--- config.mk ---
export PLATFORM = sky130hd
export DESIGN_NAME = stf_soft_trap_status
export DESIGN_NICKNAME = d
export VERILOG_FILES = /design/src/verilog/stf_pkg.sv /design/src/verilog/stf_edge_detect.sv /design/src/verilog/stf_sticky_bit.sv /design/src/verilog/stf_soft_trap_status.sv
export SDC_FILE = /design/constraint.sdc
export NUM_CORES = 1
export LEC_CHECK = 0
export BUFFER_PORTS_ARGS = -buffer_cell sky130_fd_sc_hd__buf_2
export CORE_MARGIN = 2
export CORE_UTILIZATION = 35
export CTS_BUF_LIST = sky130_fd_sc_hd__clkbuf_4 sky130_fd_sc_hd__clkbuf_8
export CTS_CLUSTER_DIAMETER = 150
export DETAILED_ROUTE_END_ITERATION = 10
export GPL_ROUTABILITY_DRIVEN = 0
export GPL_TIMING_DRIVEN = 0
export PLACE_DENSITY = 0.9
export RECOVER_POWER = 25
export SETUP_SLACK_MARGIN = 0.15
export SLEW_MARGIN = 10
export SYNTH_ARGS = -nofsm -noshare
export SYNTH_HDL_FRONTEND = slang
export SYNTH_SLANG_ARGS = --single-unit
--- constraint.sdc ---
create_clock -name core_clk -period 1.3 [get_ports core_clk]
set_input_delay 0.39 -clock core_clk [delete_from_list [all_inputs] [get_ports core_clk]]
set_output_delay 0.39 -clock core_clk [all_outputs]
set_load 0.005 [all_outputs]
--- src/verilog/stf_pkg.sv ---
// constants, types and helper functions shared by the soft trap status block
package stf_pkg;

    // ------------------------------------------------------------------
    // bus geometry
    // ------------------------------------------------------------------
    localparam int DATA_W = 32; // classic wishbone data width
    localparam int ADDR_W = 8; // byte address width seen by the slave

    // ------------------------------------------------------------------
    // register byte offsets, one aligned word each
    // ------------------------------------------------------------------
    localparam logic [7:0] STATUS_OFS = 8'h00; // soft_trap_status
    localparam logic [7:0] IRQ_PEND_OFS = 8'h04; // sticky interrupt pending, write one to clear
    localparam logic [7:0] IRQ_MASK_OFS = 8'h08; // interrupt mask, same layout

    // ------------------------------------------------------------------
    // field positions and reset values
    // ------------------------------------------------------------------
    localparam int NAE_BIT = 8; // nvm_address_error_flag
    localparam int OVF_BIT = 4; // loop_stack_overflow_flag
    localparam int PLL_BIT = 0; // aux_pll_unlock_flag
    localparam int NUM_FLAGS = 3; // implemented flags
    localparam logic [15:0] IMPL_MASK = 16'h0111; // implemented positions
    localparam logic [NUM_FLAGS-1:0] FLAGS_RST = 3'h0; // all flags clear at power-on
    localparam logic [NUM_FLAGS-1:0] MASK_RST = 3'h0; // all sources masked at reset

    // ------------------------------------------------------------------
    // trap event carrier, index 0 nvm, 1 loop stack, 2 aux pll
    // ------------------------------------------------------------------
    typedef struct packed {
        logic aux_pll_unlock; // aux pll lost lock
        logic loop_stack_overflow; // hardware loop stack overflowed
        logic nvm_address_error; // nvm address error
    } stf_trap_evt_t;

    // gather the three implemented positions of a 16-bit word
    function automatic logic [NUM_FLAGS-1:0] pick_flags(input logic [15:0] w);
        return {w[PLL_BIT], w[OVF_BIT], w[NAE_BIT]};
    endfunction : pick_flags

    // scatter three flags back to their positions, others read zero
    function automatic logic [15:0] place_flags(input logic [NUM_FLAGS-1:0] f);
        logic [15:0] w;
        w = 16'h0000;
        w[NAE_BIT] = f[0];
        w[OVF_BIT] = f[1];
        w[PLL_BIT] = f[2];
        return w;
    endfunction : place_flags

    // expand the two low byte enables to a bit mask
    function automatic logic [15:0] lane_bits(input logic [3:0] sel);
        return {{8{sel[1]}}, {8{sel[0]}}};
    endfunction : lane_bits

endpackage : stf_pkg

--- src/verilog/stf_edge_detect.sv ---
// rising edge detector turning trap request levels into one-cycle events
`timescale 1ns/10ps
module stf_edge_detect #(
    parameter int WIDTH = 3
) (
    input wire logic core_clk,
    input wire logic nrst,
    input wire logic [WIDTH-1:0] level,
    output logic [WIDTH-1:0] pulse
);

    // ------------------------------------------------------------------
    // history and detection
    // ------------------------------------------------------------------
    logic [WIDTH-1:0] prev_reg; // level seen one edge ago

    // a level held high counts once; a new trap needs a fresh rise
    assign pulse = level & ~prev_reg;

    // remember the previous level
    always_ff @(posedge core_clk or negedge nrst) begin
        if (!nrst) begin
            prev_reg <= '0;
        end else begin
            prev_reg <= level;
        end
    end

endmodule : stf_edge_detect

--- src/verilog/stf_sticky_bit.sv ---
// one sticky flag: hardware sets, software writes, set beats write
`timescale 1ns/10ps
module stf_sticky_bit #(
    parameter logic RST_VAL = 1'b0
) (
    input wire logic core_clk,
    input wire logic nrst,
    input wire logic set,
    input wire logic wr_en,
    input wire logic wr_val,
    output logic q
);

    // ------------------------------------------------------------------
    // next value
    // ------------------------------------------------------------------
    logic q_reg; // stored flag
    logic q_next; // value after this edge

    // an event in the clearing cycle must not be lost, so set wins
    assign q_next = set ? 1'b1 : (wr_en ? wr_val : q_reg);
    assign q = q_reg;

    // flag storage
    always_ff @(posedge core_clk or negedge nrst) begin
        if (!nrst) begin
            q_reg <= RST_VAL;
        end else begin
            q_reg <= q_next;
        end
    end

endmodule : stf_sticky_bit

--- src/verilog/stf_soft_trap_status.sv ---
// soft trap status register with wishbone slave and masked interrupt
//
// Contract
// - nvm address error event sets bit 8
// - loop stack overflow event sets bit 4
// - aux pll unlock event sets bit 0
// - unimplemented bits read zero, writes ignored
//
// Decided for this implementation: the Wishbone interface to the registers and the address map.
`timescale 1ns/10ps
module stf_soft_trap_status #(
    parameter int ADDR_W = stf_pkg::ADDR_W
) (
    input wire logic core_clk,
    input wire logic nrst,
    input wire logic wb_cyc,
    input wire logic wb_stb,
    input wire logic wb_we,
    input wire logic [ADDR_W-1:0] wb_adr,
    input wire logic [3:0] wb_sel,
    input wire logic [stf_pkg::DATA_W-1:0] wb_dat_wr,
    output logic [stf_pkg::DATA_W-1:0] wb_dat_rd,
    output logic wb_ack,
    input wire stf_pkg::stf_trap_evt_t trap_evt,
    output logic [15:0] trap_flags,
    output logic irq
);

    // ------------------------------------------------------------------
    // declarations
    // ------------------------------------------------------------------
    localparam int NF = stf_pkg::NUM_FLAGS; // flag count

    logic ack_reg; // wishbone acknowledge
    logic [stf_pkg::DATA_W-1:0] rd_reg; // registered read data
    logic irq_reg; // registered interrupt level
    logic [NF-1:0] mask_reg; // interrupt mask
    logic [NF-1:0] mask_next; // mask after a write

    logic [NF-1:0] evt_pulse; // one-cycle trap events
    logic [NF-1:0] flag_q; // trap status flags
    logic [NF-1:0] pend_q; // interrupt pending flags

    logic req; // a new access is on the bus
    logic wr_acc; // write accepted at this edge
    logic rd_acc; // read accepted at this edge
    logic [7:0] adr_word; // word-aligned byte address
    logic hit_status; // access hits soft_trap_status
    logic hit_pend; // access hits pending register
    logic hit_mask; // access hits mask register
    logic stat_wr; // write to status accepted
    logic pend_wr; // write to pending accepted
    logic mask_wr; // write to mask accepted
    logic [NF-1:0] wen_flags; // byte enables at flag positions
    logic [NF-1:0] wdat_flags; // write data at flag positions
    logic [stf_pkg::DATA_W-1:0] rd_word; // selected read word
    logic irq_next; // unmasked pending present

    // ------------------------------------------------------------------
    // trap event detection
    // ------------------------------------------------------------------

    // request levels from the nvm controller, loop stack and lock detector
    stf_edge_detect #(
        .WIDTH(NF)
    ) u_edge (
        .core_clk(core_clk),
        .nrst(nrst),
        .level(trap_evt),
        .pulse(evt_pulse)
    );

    // ------------------------------------------------------------------
    // bus decode
    // ------------------------------------------------------------------

    // a request is new while ack has not yet been given for it
    assign req = wb_cyc & wb_stb & ~ack_reg;
    assign wr_acc = req & wb_we;
    assign rd_acc = req & ~wb_we;

    // low two address bits ignored: every register is one aligned word
    assign adr_word = {wb_adr[7:2], 2'b00};
    assign hit_status = (adr_word == stf_pkg::STATUS_OFS);
    assign hit_pend = (adr_word == stf_pkg::IRQ_PEND_OFS);
    assign hit_mask = (adr_word == stf_pkg::IRQ_MASK_OFS);

    // per-register write strobes
    assign stat_wr = wr_acc & hit_status;
    assign pend_wr = wr_acc & hit_pend;
    assign mask_wr = wr_acc & hit_mask;

    // only implemented positions are looked at, the rest of a write is dropped
    assign wen_flags = stf_pkg::pick_flags(stf_pkg::lane_bits(wb_sel));
    assign wdat_flags = stf_pkg::pick_flags(wb_dat_wr[15:0]);

    // ------------------------------------------------------------------
    // trap status flags
    // ------------------------------------------------------------------

    // each flag is sticky; a software write of 0 or 1 replaces it
    genvar gi;
    generate
        for (gi = 0; gi < NF; gi++) begin : g_flag
            // index 0 is nvm, 1 loop stack, 2 aux pll
            stf_sticky_bit #(
                .RST_VAL(stf_pkg::FLAGS_RST[gi])
            ) u_flag (
                .core_clk(core_clk),
                .nrst(nrst),
                .set(evt_pulse[gi]),
                .wr_en(stat_wr & wen_flags[gi]),
                .wr_val(wdat_flags[gi]),
                .q(flag_q[gi])
            );

            // interrupt pending copy, cleared by writing a one
            stf_sticky_bit #(
                .RST_VAL(1'b0)
            ) u_pend (
                .core_clk(core_clk),
                .nrst(nrst),
                .set(evt_pulse[gi]),
                .wr_en(pend_wr & wen_flags[gi] & wdat_flags[gi]),
                .wr_val(1'b0),
                .q(pend_q[gi])
            );
        end
    endgenerate

    // flags sit at their positions, unimplemented ones tied to zero
    assign trap_flags = stf_pkg::place_flags(flag_q);

    // ------------------------------------------------------------------
    // mask and interrupt
    // ------------------------------------------------------------------

    // byte-enabled mask write, only implemented positions stored
    assign mask_next = mask_wr ? ((mask_reg & ~wen_flags) | (wdat_flags & wen_flags)) : mask_reg;

    // the level lags pending by one edge so that irq comes from a flop
    assign irq_next = |(pend_q & mask_reg);

    // ------------------------------------------------------------------
    // read select
    // ------------------------------------------------------------------

    // unmapped addresses read zero and still get an ack
    assign rd_word = hit_status ? {16'h0000, stf_pkg::place_flags(flag_q)} :
                     hit_pend ? {16'h0000, stf_pkg::place_flags(pend_q)} :
                     hit_mask ? {16'h0000, stf_pkg::place_flags(mask_reg)} :
                     32'h0000_0000;

    // ------------------------------------------------------------------
    // bus response and control registers
    // ------------------------------------------------------------------

    // ack one edge after the request, dropped the edge after that
    always_ff @(posedge core_clk or negedge nrst) begin
        if (!nrst) begin
            ack_reg <= 1'b0;
            rd_reg <= 32'h0000_0000;
        end else begin
            ack_reg <= req;
            rd_reg <= rd_acc ? rd_word : 32'h0000_0000;
        end
    end

    // mask and interrupt level
    always_ff @(posedge core_clk or negedge nrst) begin
        if (!nrst) begin
            mask_reg <= stf_pkg::MASK_RST;
            irq_reg <= 1'b0;
        end else begin
            mask_reg <= mask_next;
            irq_reg <= irq_next;
        end
    end

    assign wb_ack = ack_reg;
    assign wb_dat_rd = rd_reg;
    assign irq = irq_reg;
endmodule : stf_soft_trap_status

Word-level counts from Yosys, hierarchy flattened. Cells that the tools add are included.

Register bits after elaboration: 23. Output and inout port bits: 50. Input port bits: 52. Logic and storage cells: 60.

Reduce and logical (&&, ||, !) cells: 8. Equal/unequal tests: 2. Bitwise gates (word level): 23. Mux-type cells: 16.

Operator list (count): two-way mux 9 bit (4); bitwise AND 1 bit (14); bitwise AND 3 bit (4); two-way mux 1 bit (12); nonzero test 2 bit (6); logical NOT 8 bit (1); == test 6 x 1 -> 1 bit (second input constant) (1); == test 6 x 2 -> 1 bit (second input constant) (1); NOT 3 bit (2); OR 3 bit (1); OR reduction 3 bit (1); NOT 1 bit (2).

Logic depth before layout (Yosys ltp). Gate-level depths: netlist of the first run.

Depth in word-level cells: 8. Depth in mapped cells: 4. Depth with buffers taken out: 3.

Modules after synthesis. Synthesis of the first run repeated with hierarchy kept, for this count alone.

Cells, all modules: 113. Area, all modules: 1147.4 µm².

By module, submodules not included: stf_soft_trap_status (times used 1, cells each 89, sequential area each 200.2 µm², area an instance 790.8 µm²); stf_sticky_bit (times used 6, cells each 3, sequential area each 25.0 µm², area an instance 40.0 µm²); stf_edge_detect (times used 1, cells each 6, sequential area each 75.1 µm², area an instance 116.4 µm²).

Least setup slack after synthesis of the first run. No wires, ideal clock.

Path type: register -> register. Start point: reg ack_reg (netlist: wb_ack). End point: reg (tool-made name). Arrival: 1258 ps. Setup slack: -82 ps. Path buffers: 1. Cell stages (with the launch flop): 5. Cells stage by stage: dfrtp_1 -> and4b_1 -> clkbuf_1 -> nand4_1 -> mux2_2.

RTL lines: start: declaration (line stf_soft_trap_status.sv:34) `logic ack_reg;`; start signal: assignment (line stf_soft_trap_status.sv:164) `ack_reg <= req;`.

==> impl_metrics.env, run 1 <==
export IMPL_path_class="reg -> reg"
export IMPL_avgRoutedWirePerCell_um=9.62
export IMPL_io_pins=102
export IMPL_critPathLaunchType="flop"
export IMPL_worstSetupEndpointType="flop"
export IMPL_layout_nets=249
export IMPL_drive_gt1_frac=0.449
export IMPL_slowest_delay_ns=0.39
export IMPL_skew_ns=0.00763
export IMPL_crit_path_max_fanout=6
export IMPL_regToRegSetupSlack_ns=-0.08
export IMPL_worst_slack_ns=-0.0779
export IMPL_htreeDepth=1
export IMPL_p_comb_frac=0.221
export IMPL_cts_buffers=3
export IMPL_cts_hold_buf=0
export IMPL_p_seq_frac=0.500
export IMPL_initial_core_util=0.369
export IMPL_tritoncts="done"
export IMPL_drc=0
export IMPL_p_switching_uw=275
export IMPL_layout_common_cells="buf_4, conb_1, dfrtp_1, buf_2, nor2_1"
export IMPL_ys_seq_elements=17
export IMPL_clkPwrFrac=0.279
export IMPL_netlist_area_leader_share=0.375
export IMPL_die_area_mm2=0.00371
export IMPL_syn_inst=116
export IMPL_finalNonFillerCells=240
export IMPL_antenna_found_initial=0
export IMPL_track_usage=0.135
export IMPL_vias=946
export IMPL_antennaDiodeCount=0
export IMPL_synth_area_mm2=0.00113
export IMPL_finish_utilization=0.534
export IMPL_ys_top_cells_by_area="dfrtp_1, buf_4, nor2_1, mux2_2, o2111a_1"
export IMPL_status="finished, violations left"
export IMPL_dieHeight_um=60.9
export IMPL_yosysTopAreaCell="dfrtp_1"
export IMPL_power_density_mw_per_mm2=662
export IMPL_cts_buffer_depth=2
export IMPL_crit_family="simple AND/OR/NAND/NOR gates"
export IMPL_io_buffers=26
export IMPL_finalSetupViolations=5
export IMPL_clock_sinks=17
export IMPL_rsz0062_at_grt="true"
export IMPL_root_buffer="clkbuf_4"
export IMPL_finalHoldViolCount=0
export IMPL_grt_pass1_vias=835
export IMPL_rr_worst_depth=4
export IMPL_die_width_um=60.9
export IMPL_final_antenna_net_count=0
export IMPL_grt_max_degree=18
export IMPL_yosysUniqueCellTypes=21
export IMPL_finalCriticalPeriod_ns=1.38
export IMPL_min_period_over_period=1.06
export IMPL_whs_ns=0.174
export IMPL_critPathRequiredTime_ns=1.48
export IMPL_mostFrequentLayoutCell="buf_4"
export IMPL_min_path_type="in -> async"
export IMPL_irDropWorstVdd_mv=0.237
export IMPL_fmax_mhz=726
export IMPL_drt_iter0_markers=22
export IMPL_postSynthAreaPerCell_um2=9.78
export IMPL_p_leak_uw=0.000937
export IMPL_violations="negative setup slack"
export IMPL_clk_pin_slew_ns=0.10
export IMPL_tightest_slew_ns=0.864
export IMPL_switching_share=0.253
export IMPL_path_cells="and4b_1 > clkbuf_8 > nand4_1 > mux2_2"
export IMPL_slowest_stage="dfrtp_1"
export IMPL_ys_seq_area_frac=0.375
export IMPL_coreArea_mm2=0.00308
export IMPL_dpl_cell_count=227
export IMPL_slew_violations=0
export IMPL_overflow=0
export IMPL_path_buf_inv=1
export IMPL_maxCapViolations=0
export IMPL_first_pass_iters=4
export IMPL_synthToLayoutAreaGrowth_pct=44.8
export IMPL_grt_pass1_wl_um=3620
export IMPL_crit_start="wb_ack"
export IMPL_yosysWarnings=0
export IMPL_routed_via_density=3.94
export IMPL_r2r_start="wb_ack"
export IMPL_clkLatencyLatePin_ns=0.29
export IMPL_finalWirelength_um=2310
export IMPL_path_depth=4
export IMPL_placementRows=20
export IMPL_cp_arrival_ns=1.56
export IMPL_intPower_uw=812
export IMPL_max_slew_margin=0.424
metal layers:
metal	vias to the layer above	share of wire	track usage
li1	463	-	-
met4	0	0.018	0.0776
met3	6	0.10	0.0362
met5	-	0	0
met1	415	0.36	0.138
met2	62	0.52	0.247
worst register-to-register path: cells and delay by family, from the launching register on:
family,cells,cell delay [ns]
DFF,1,0.39
and+or+nand+nor,2,0.42
muxes,1,0.31
buffers and inverters,1,0.15
cells in the mapped netlist:
master    number
nand2_1        2
and4b_1        1
nor4_4         1
o22a_1         1
conb_1         1
mux2_2         3
mux2i_1        3
and4_2         1
nand2b_1       4
clkbuf_1       1
nor2_1        10
inv_1          6
nand4_1        5
a31oi_1        2
o2111a_1       3
o21ai_0        3
nor2b_1        5
a222oi_1       1
nor4b_4        1
buf_4         45
dfrtp_1       17
how the worst min path moves through the flow:
stage	from	endpoint	slack, ns
after floorplan	nrst	async pin	0.09
after global placement	nrst	u_edge.prev_reg[1]	0.33
after detailed placement	nrst	u_edge.prev_reg[1]	0.33
after CTS	nrst	async pin	0.007
after global routing	trap_evt[1]	u_edge.prev_reg[1]	0.22
final	nrst	u_edge.prev_reg[0]	0.17
what timing repair did:
action | CTS | global route
pin swaps | 10 | 3
gates cloned | 0 | 0
setup endpoints to repair | 20 | 20
buffers inserted | 6 | 3
gates resized for setup | 11 | 2
cell families (layout without fill, tap and decap cells):
family          count (synthesis)  after routing  synth area share
simple gates                   30             30             0.174
flops                          17             17             0.375
buf+inv                        52             91             0.321
compound gates                 10             10            0.0706
mux                             6              6            0.0562
other cells                     1             42           0.00330
metrics by stage:
step	TNS, ns	setup slack (ns)	area, µm²	power, µW
2_1_floorplan	-0.160	-0.0564	1290	709
3_3_place_gp	-2.55	-0.292	1480	767
3_5_place_dp	-3.22	-0.375	1480	772
4_1_cts	-0.223	-0.0647	1610	1080
5_1_grt	-0.554	-0.108	1640	1140
6_report	-0.244	-0.0779	1640	1090
power groups by stage:
stage	sequential, µW	combinational (µW)	clock, µW
final	544	241	303
after global placement	555	212	0
after CTS	543	231	308
after global routing	545	270	328
after floorplan	555	154	0
after detailed placement	555	216	0
area by class of cell:
cell class / instances / area, µm²
Tap cell: 44 / 55.1
Multi-Input combinational cell: 88 / 519
Buffer: 46 / 363
Timing Repair Buffer: 35 / 228
Inverter: 6 / 22.5
Clock buffer: 4 / 30.0
Sequential cell: 17 / 425
Fill cell: 280 / 1440
(Power assumes the default switching activity.)
==> run 2, diff against run 1 <==
--- a/config.mk
+++ b/config.mk
@@ -15,6 +15,7 @@
 export GPL_TIMING_DRIVEN = 0
 export PLACE_DENSITY = 0.9
 export RECOVER_POWER = 25
+export REMOVE_ABC_BUFFERS = 1
 export SETUP_SLACK_MARGIN = 0.15
 export SLEW_MARGIN = 10
 export SYNTH_ARGS = -nofsm -noshare
==> impl_metrics.env, run 2 (synthesis results as in run 1) <==
export IMPL_worstSetupEndpointType="flop"
export IMPL_layout_common_cells="conb_1, buf_2, dfrtp_1"
export IMPL_finalCriticalPeriod_ns=1.30
export IMPL_ff_latch_area_um2=425
export IMPL_crit_family="simple AND/OR/NAND/NOR gates"
export IMPL_fin_area_mm2=0.00123
export IMPL_power_density_mw_per_mm2=787
export IMPL_path_cells="and4b_2 > nand4_1 > mux2_2"
export IMPL_cts_hold_buf=0
export IMPL_slowest_delay_ns=0.41
export IMPL_io_buffers=26
export IMPL_dieHeight_um=60.9
export IMPL_drive_gt1_frac=0.289
export IMPL_vias=763
export IMPL_fill_cells=326
export IMPL_worst_slack_ns=0.000985
export IMPL_synthToLayoutAreaGrowth_pct=8.82
export IMPL_slew_violations=0
export IMPL_path_buf_inv=0
export IMPL_die_width_um=60.9
export IMPL_critPathLaunchType="flop"
export IMPL_clk_pin_slew_ns=0.10
export IMPL_slowest_stage="dfrtp_1"
export IMPL_drc=0
export IMPL_irDropWorstVdd_mv=0.207
export IMPL_max_slew_margin=0.415
export IMPL_dp_hpwl_um=1530
export IMPL_io_pins=102
export IMPL_drt_iter0_markers=22
export IMPL_track_usage=0.113
export IMPL_rsz0062_at_grt="true"
export IMPL_whs_ns=0.171
export IMPL_grt_max_degree=18
export IMPL_min_path_type="in -> async"
export IMPL_critPathRequiredTime_ns=1.49
export IMPL_die_area_mm2=0.00371
export IMPL_grt_pass1_wl_um=2980
export IMPL_grt_pass1_vias=667
export IMPL_finalSetupViolations=0
export IMPL_routed_via_density=3.95
export IMPL_cts_buffers=3
export IMPL_skew_ns=0.00265
export IMPL_mostFrequentLayoutCell="conb_1"
export IMPL_finalWirelength_um=1960
export IMPL_finish_utilization=0.401
export IMPL_overflow=0
export IMPL_htreeDepth=1
export IMPL_cts_buffer_depth=2
export IMPL_placementRows=20
export IMPL_layout_nets=202
export IMPL_avgRoutedWirePerCell_um=10.2
export IMPL_clkLatencyLatePin_ns=0.30
export IMPL_crit_path_max_fanout=6
export IMPL_root_buffer="clkbuf_4"
export IMPL_p_leak_uw=0.000664
export IMPL_path_class="reg -> reg"
export IMPL_coreArea_mm2=0.00308
export IMPL_maxCapViolations=0
export IMPL_regToRegSetupSlack_ns=0.001
export IMPL_tritoncts="done"
export IMPL_dp_slack_ns=-0.314
export IMPL_clock_sinks=17
export IMPL_min_period_over_period=0.999
export IMPL_multi_input_comb_area_um2=500
export IMPL_first_pass_iters=4
export IMPL_initial_core_util=0.369
export IMPL_cp_arrival_ns=1.49
export IMPL_finalHoldViolCount=0
export IMPL_post_dp_cell_area_mm2=0.00113
export IMPL_tightest_slew_ns=0.877
export IMPL_antenna_found_initial=0
export IMPL_final_antenna_net_count=0
export IMPL_status="complete, no violations"
export IMPL_fmax_mhz=770
export IMPL_antennaDiodeCount=0
## run 2: cell count changes in the layout (fill, tap and decap cells not counted), sizes merged
cell	previous run	this run
buf	76	32
clkbuf	9	5
clkinv	0	1
## run 2: worst reg2reg max path, cell delays in order (launching register included)
cell and delay, ns:
dfrtp_1 0.41, and4b_2 0.36, nand4_1 0.14, mux2_2 0.29
## run 2: worst paths after layout
path / from / end / depth (start not counted)
setup / recovery: wb_ack / flop / 3
hold / removal: nrst / g_flag[0].u_flag.q / 1
setup reg to reg: wb_ack / flop / 3
hold reg to reg: flop / flop / 1
max in group asynchronous: nrst / irq / 1
min in group core_clk: trap_evt[2] / u_edge.prev_reg[2] / 1
## run 2: final cells by class
cell class	count	area share
Clock buffer	3	0.0182
Clock inverter	1	0.00405
Inverter	6	0.0182
Multi-Input combinational cell	88	0.405
Sequential cell	17	0.344
Tap cell	44	0.0446
Timing Repair Buffer	34	0.165
## run 2: layer usage
metal	global-route usage	part of all wire	vias to the layer above
li1	-	-	369
met1	0.129	0.39	356
met2	0.181	0.51	34
met3	0.0299	0.068	4
met4	0.0839	0.027	0
met5	0	0	-
## run 2: power by group
| group | internal, µW | switching (µW) | leakage, µW | total (µW) |
|---|---|---|---|---|
| sequential | 539 | 4.54 | 0.000198 | 544 |
| clock | 115 | 177 | 0.0000177 | 292 |
| combinational | 50.4 | 86.5 | 0.000448 | 137 |
| total | 705 | 268 | 0.000664 | 972 |
## run 2: timing repair
| item | CTS | global route |
|---|---|---|
| buffers inserted | 6 | 2 |
| resized for setup | 3 | 2 |
| endpoints found under the hold margin | 0 | 0 |
| endpoints found under the setup margin | 20 | 20 |
| pin swaps | 5 | 1 |
| gates cloned | 0 | 0 |
## run 2: per-stage QoR
step           std cells  power, µW  TNS [ns]
6_report             193        972         0
4_1_cts              191        969         0
3_3_place_gp         181        675     -2.61
2_1_floorplan        111        616    -0.199
3_5_place_dp         181        678     -2.84
5_1_grt              193       1030    -0.117
==> run 3, diff against run 2 <==
--- a/config.mk
+++ b/config.mk
@@ -5,14 +5,13 @@
 export SDC_FILE = /design/constraint.sdc
 export NUM_CORES = 1
 export LEC_CHECK = 0
-export BUFFER_PORTS_ARGS = -buffer_cell sky130_fd_sc_hd__buf_2
+export BUFFER_PORTS_ARGS = -buffer_cell sky130_fd_sc_hd__buf_4
 export CORE_MARGIN = 2
 export CORE_UTILIZATION = 35
 export CTS_BUF_LIST = sky130_fd_sc_hd__clkbuf_4 sky130_fd_sc_hd__clkbuf_8
 export CTS_CLUSTER_DIAMETER = 150
 export DETAILED_ROUTE_END_ITERATION = 10
 export GPL_ROUTABILITY_DRIVEN = 0
-export GPL_TIMING_DRIVEN = 0
 export PLACE_DENSITY = 0.9
 export RECOVER_POWER = 25
 export REMOVE_ABC_BUFFERS = 1
==> impl_metrics.env, run 3 (synthesis results as in run 1) <==
export IMPL_status="finished, violations left"
export IMPL_violations="negative setup slack"
export IMPL_root_buffer="clkbuf_4"
export IMPL_cts_buffers=3
export IMPL_drc=0
export IMPL_power_density_mw_per_mm2=736
export IMPL_worstSetupEndpointType="output port"
export IMPL_clkPwrFrac=0.296
export IMPL_drt_iter0_markers=15
export IMPL_irDropWorstVdd_mv=0.257
export IMPL_layout_common_cells="conb_1, buf_4, dfrtp_1"
export IMPL_crit_path_max_fanout=2
export IMPL_slew_violations=0
export IMPL_finalSetupViolations=1
export IMPL_finalWirelength_um=2020
export IMPL_clkLatencyLatePin_ns=0.31
export IMPL_maxCapViolations=0
export IMPL_antenna_found_initial=0
export IMPL_finalCriticalPeriod_ns=1.33
export IMPL_drive_gt1_frac=0.320
export IMPL_clk_pin_slew_ns=0.10
export IMPL_fill_cells=305
export IMPL_overflow=0
export IMPL_final_antenna_net_count=0
export IMPL_mostFrequentLayoutCell="conb_1"
export IMPL_grt_pass1_vias=711
export IMPL_finalHoldViolCount=0
export IMPL_htreeDepth=1
export IMPL_skew_ns=0.00149
export IMPL_critPathLaunchType="flop"
export IMPL_vias=791
export IMPL_grt_pass1_wl_um=3070
export IMPL_placementRows=20
export IMPL_routed_via_density=4.02
export IMPL_p_seq_frac=0.539
export IMPL_initial_core_util=0.369
export IMPL_dp_hpwl_um=1550
export IMPL_p_switching_uw=281
export IMPL_track_usage=0.119
export IMPL_cts_buffer_depth=2
export IMPL_p_total_uw=1010
export IMPL_dieHeight_um=60.9
export IMPL_rsz0062_at_grt="true"
export IMPL_io_buffers=26
export IMPL_grt_max_degree=18
export IMPL_die_width_um=60.9
export IMPL_path_class="reg -> out"
export IMPL_synthToLayoutAreaGrowth_pct=21.1
export IMPL_cp_arrival_ns=0.94
export IMPL_coreArea_mm2=0.00308
export IMPL_switching_share=0.278
export IMPL_p_comb_frac=0.165
export IMPL_p_leak_uw=0.000720
export IMPL_min_period_over_period=1.02
export IMPL_avgRoutedWirePerCell_um=10.2
export IMPL_layout_nets=206
export IMPL_clock_sinks=17
export IMPL_tritoncts="done"
export IMPL_intPower_uw=730
export IMPL_die_area_mm2=0.00371
export IMPL_io_pins=102
export IMPL_dp_slack_ns=-0.232
export IMPL_fmax_mhz=752
export IMPL_antennaDiodeCount=0
export IMPL_first_pass_iters=4
export IMPL_min_path_type="in -> reg"
export IMPL_worst_slack_ns=-0.0292
export IMPL_critPathRequiredTime_ns=0.91
export IMPL_fin_tns_setup_ns=-0.0292
[run 3: changes by cell type in the layout (fill, tap and decap cells not counted), sizes merged]
cell | previous run | this run
dlygate4sd3 | 0 | 1
buf | 32 | 33
clkbuf | 5 | 7
[run 3: through the flow]
stage	cell area (µm²)	hold WS [ns]	util	std cells
floorplan	947	0.0944	-	111
global placement	1240	0.264	0.404	187
detailed placement	1240	0.267	0.404	187
CTS	1350	0.181	0.440	196
global route	1370	0.207	0.446	197
finish	1370	0.211	0.446	197
[run 3: worst paths after layout]
path,start,endpoint,slack (ns),depth (start not counted)
max,wb_ack,wb_ack,-0.03,2
min,trap_evt[0],u_edge.prev_reg[0],0.21,1
max reg2reg,wb_ack,flop,0.01,3
min reg2reg,flop,flop,0.54,1
max in group asynchronous,nrst,u_edge.prev_reg[1],0.48,2
min in group asynchronous,nrst,g_flag[0].u_flag.q,0.53,2
[run 3: area by class of cell]
class	instances	area, µm²	share of cell area
clock buffers	3	22.5	0.0164
repair buffers	38	323	0.235
inverters	6	22.5	0.0164
multi-input cells	88	520	0.379
clock inverters	1	5.00	0.00364
flip-flops and latches	17	425	0.310
well taps	44	55.1	0.0401
[run 3: layer usage]
layer	wire, µm	global-route usage	vias up	share of wire
li1	-	-	376	-
met2	1020	0.190	37	0.51
met4	97	0.112	0	0.048
met3	138	0.0299	7	0.068
met5	0	0	-	0
met1	757	0.126	371	0.38
[run 3: power groups by stage]
stage / clock network, µW / logic, µW / registers, µW
global route: 319 / 191 / 547
detailed placement: 0 / 153 / 554
finish: 299 / 167 / 545
global placement: 0 / 150 / 554
floorplan: 0 / 60.8 / 555
CTS: 306 / 164 / 545
[run 3: what timing repair did]
action                     4_1_cts  5_1_grt
hold buffers                     1        0
hold endpoints to repair        17        0
setup endpoints to repair       20       20
gates resized for setup         13        1
buffers inserted                 4        1
pin swaps                        9        1
[run 3: critical path, cell delays in order, from the launching register on]
cell and delay, ns:
dfrtp_1 0.41, buf_6 0.12, buf_6 0.10
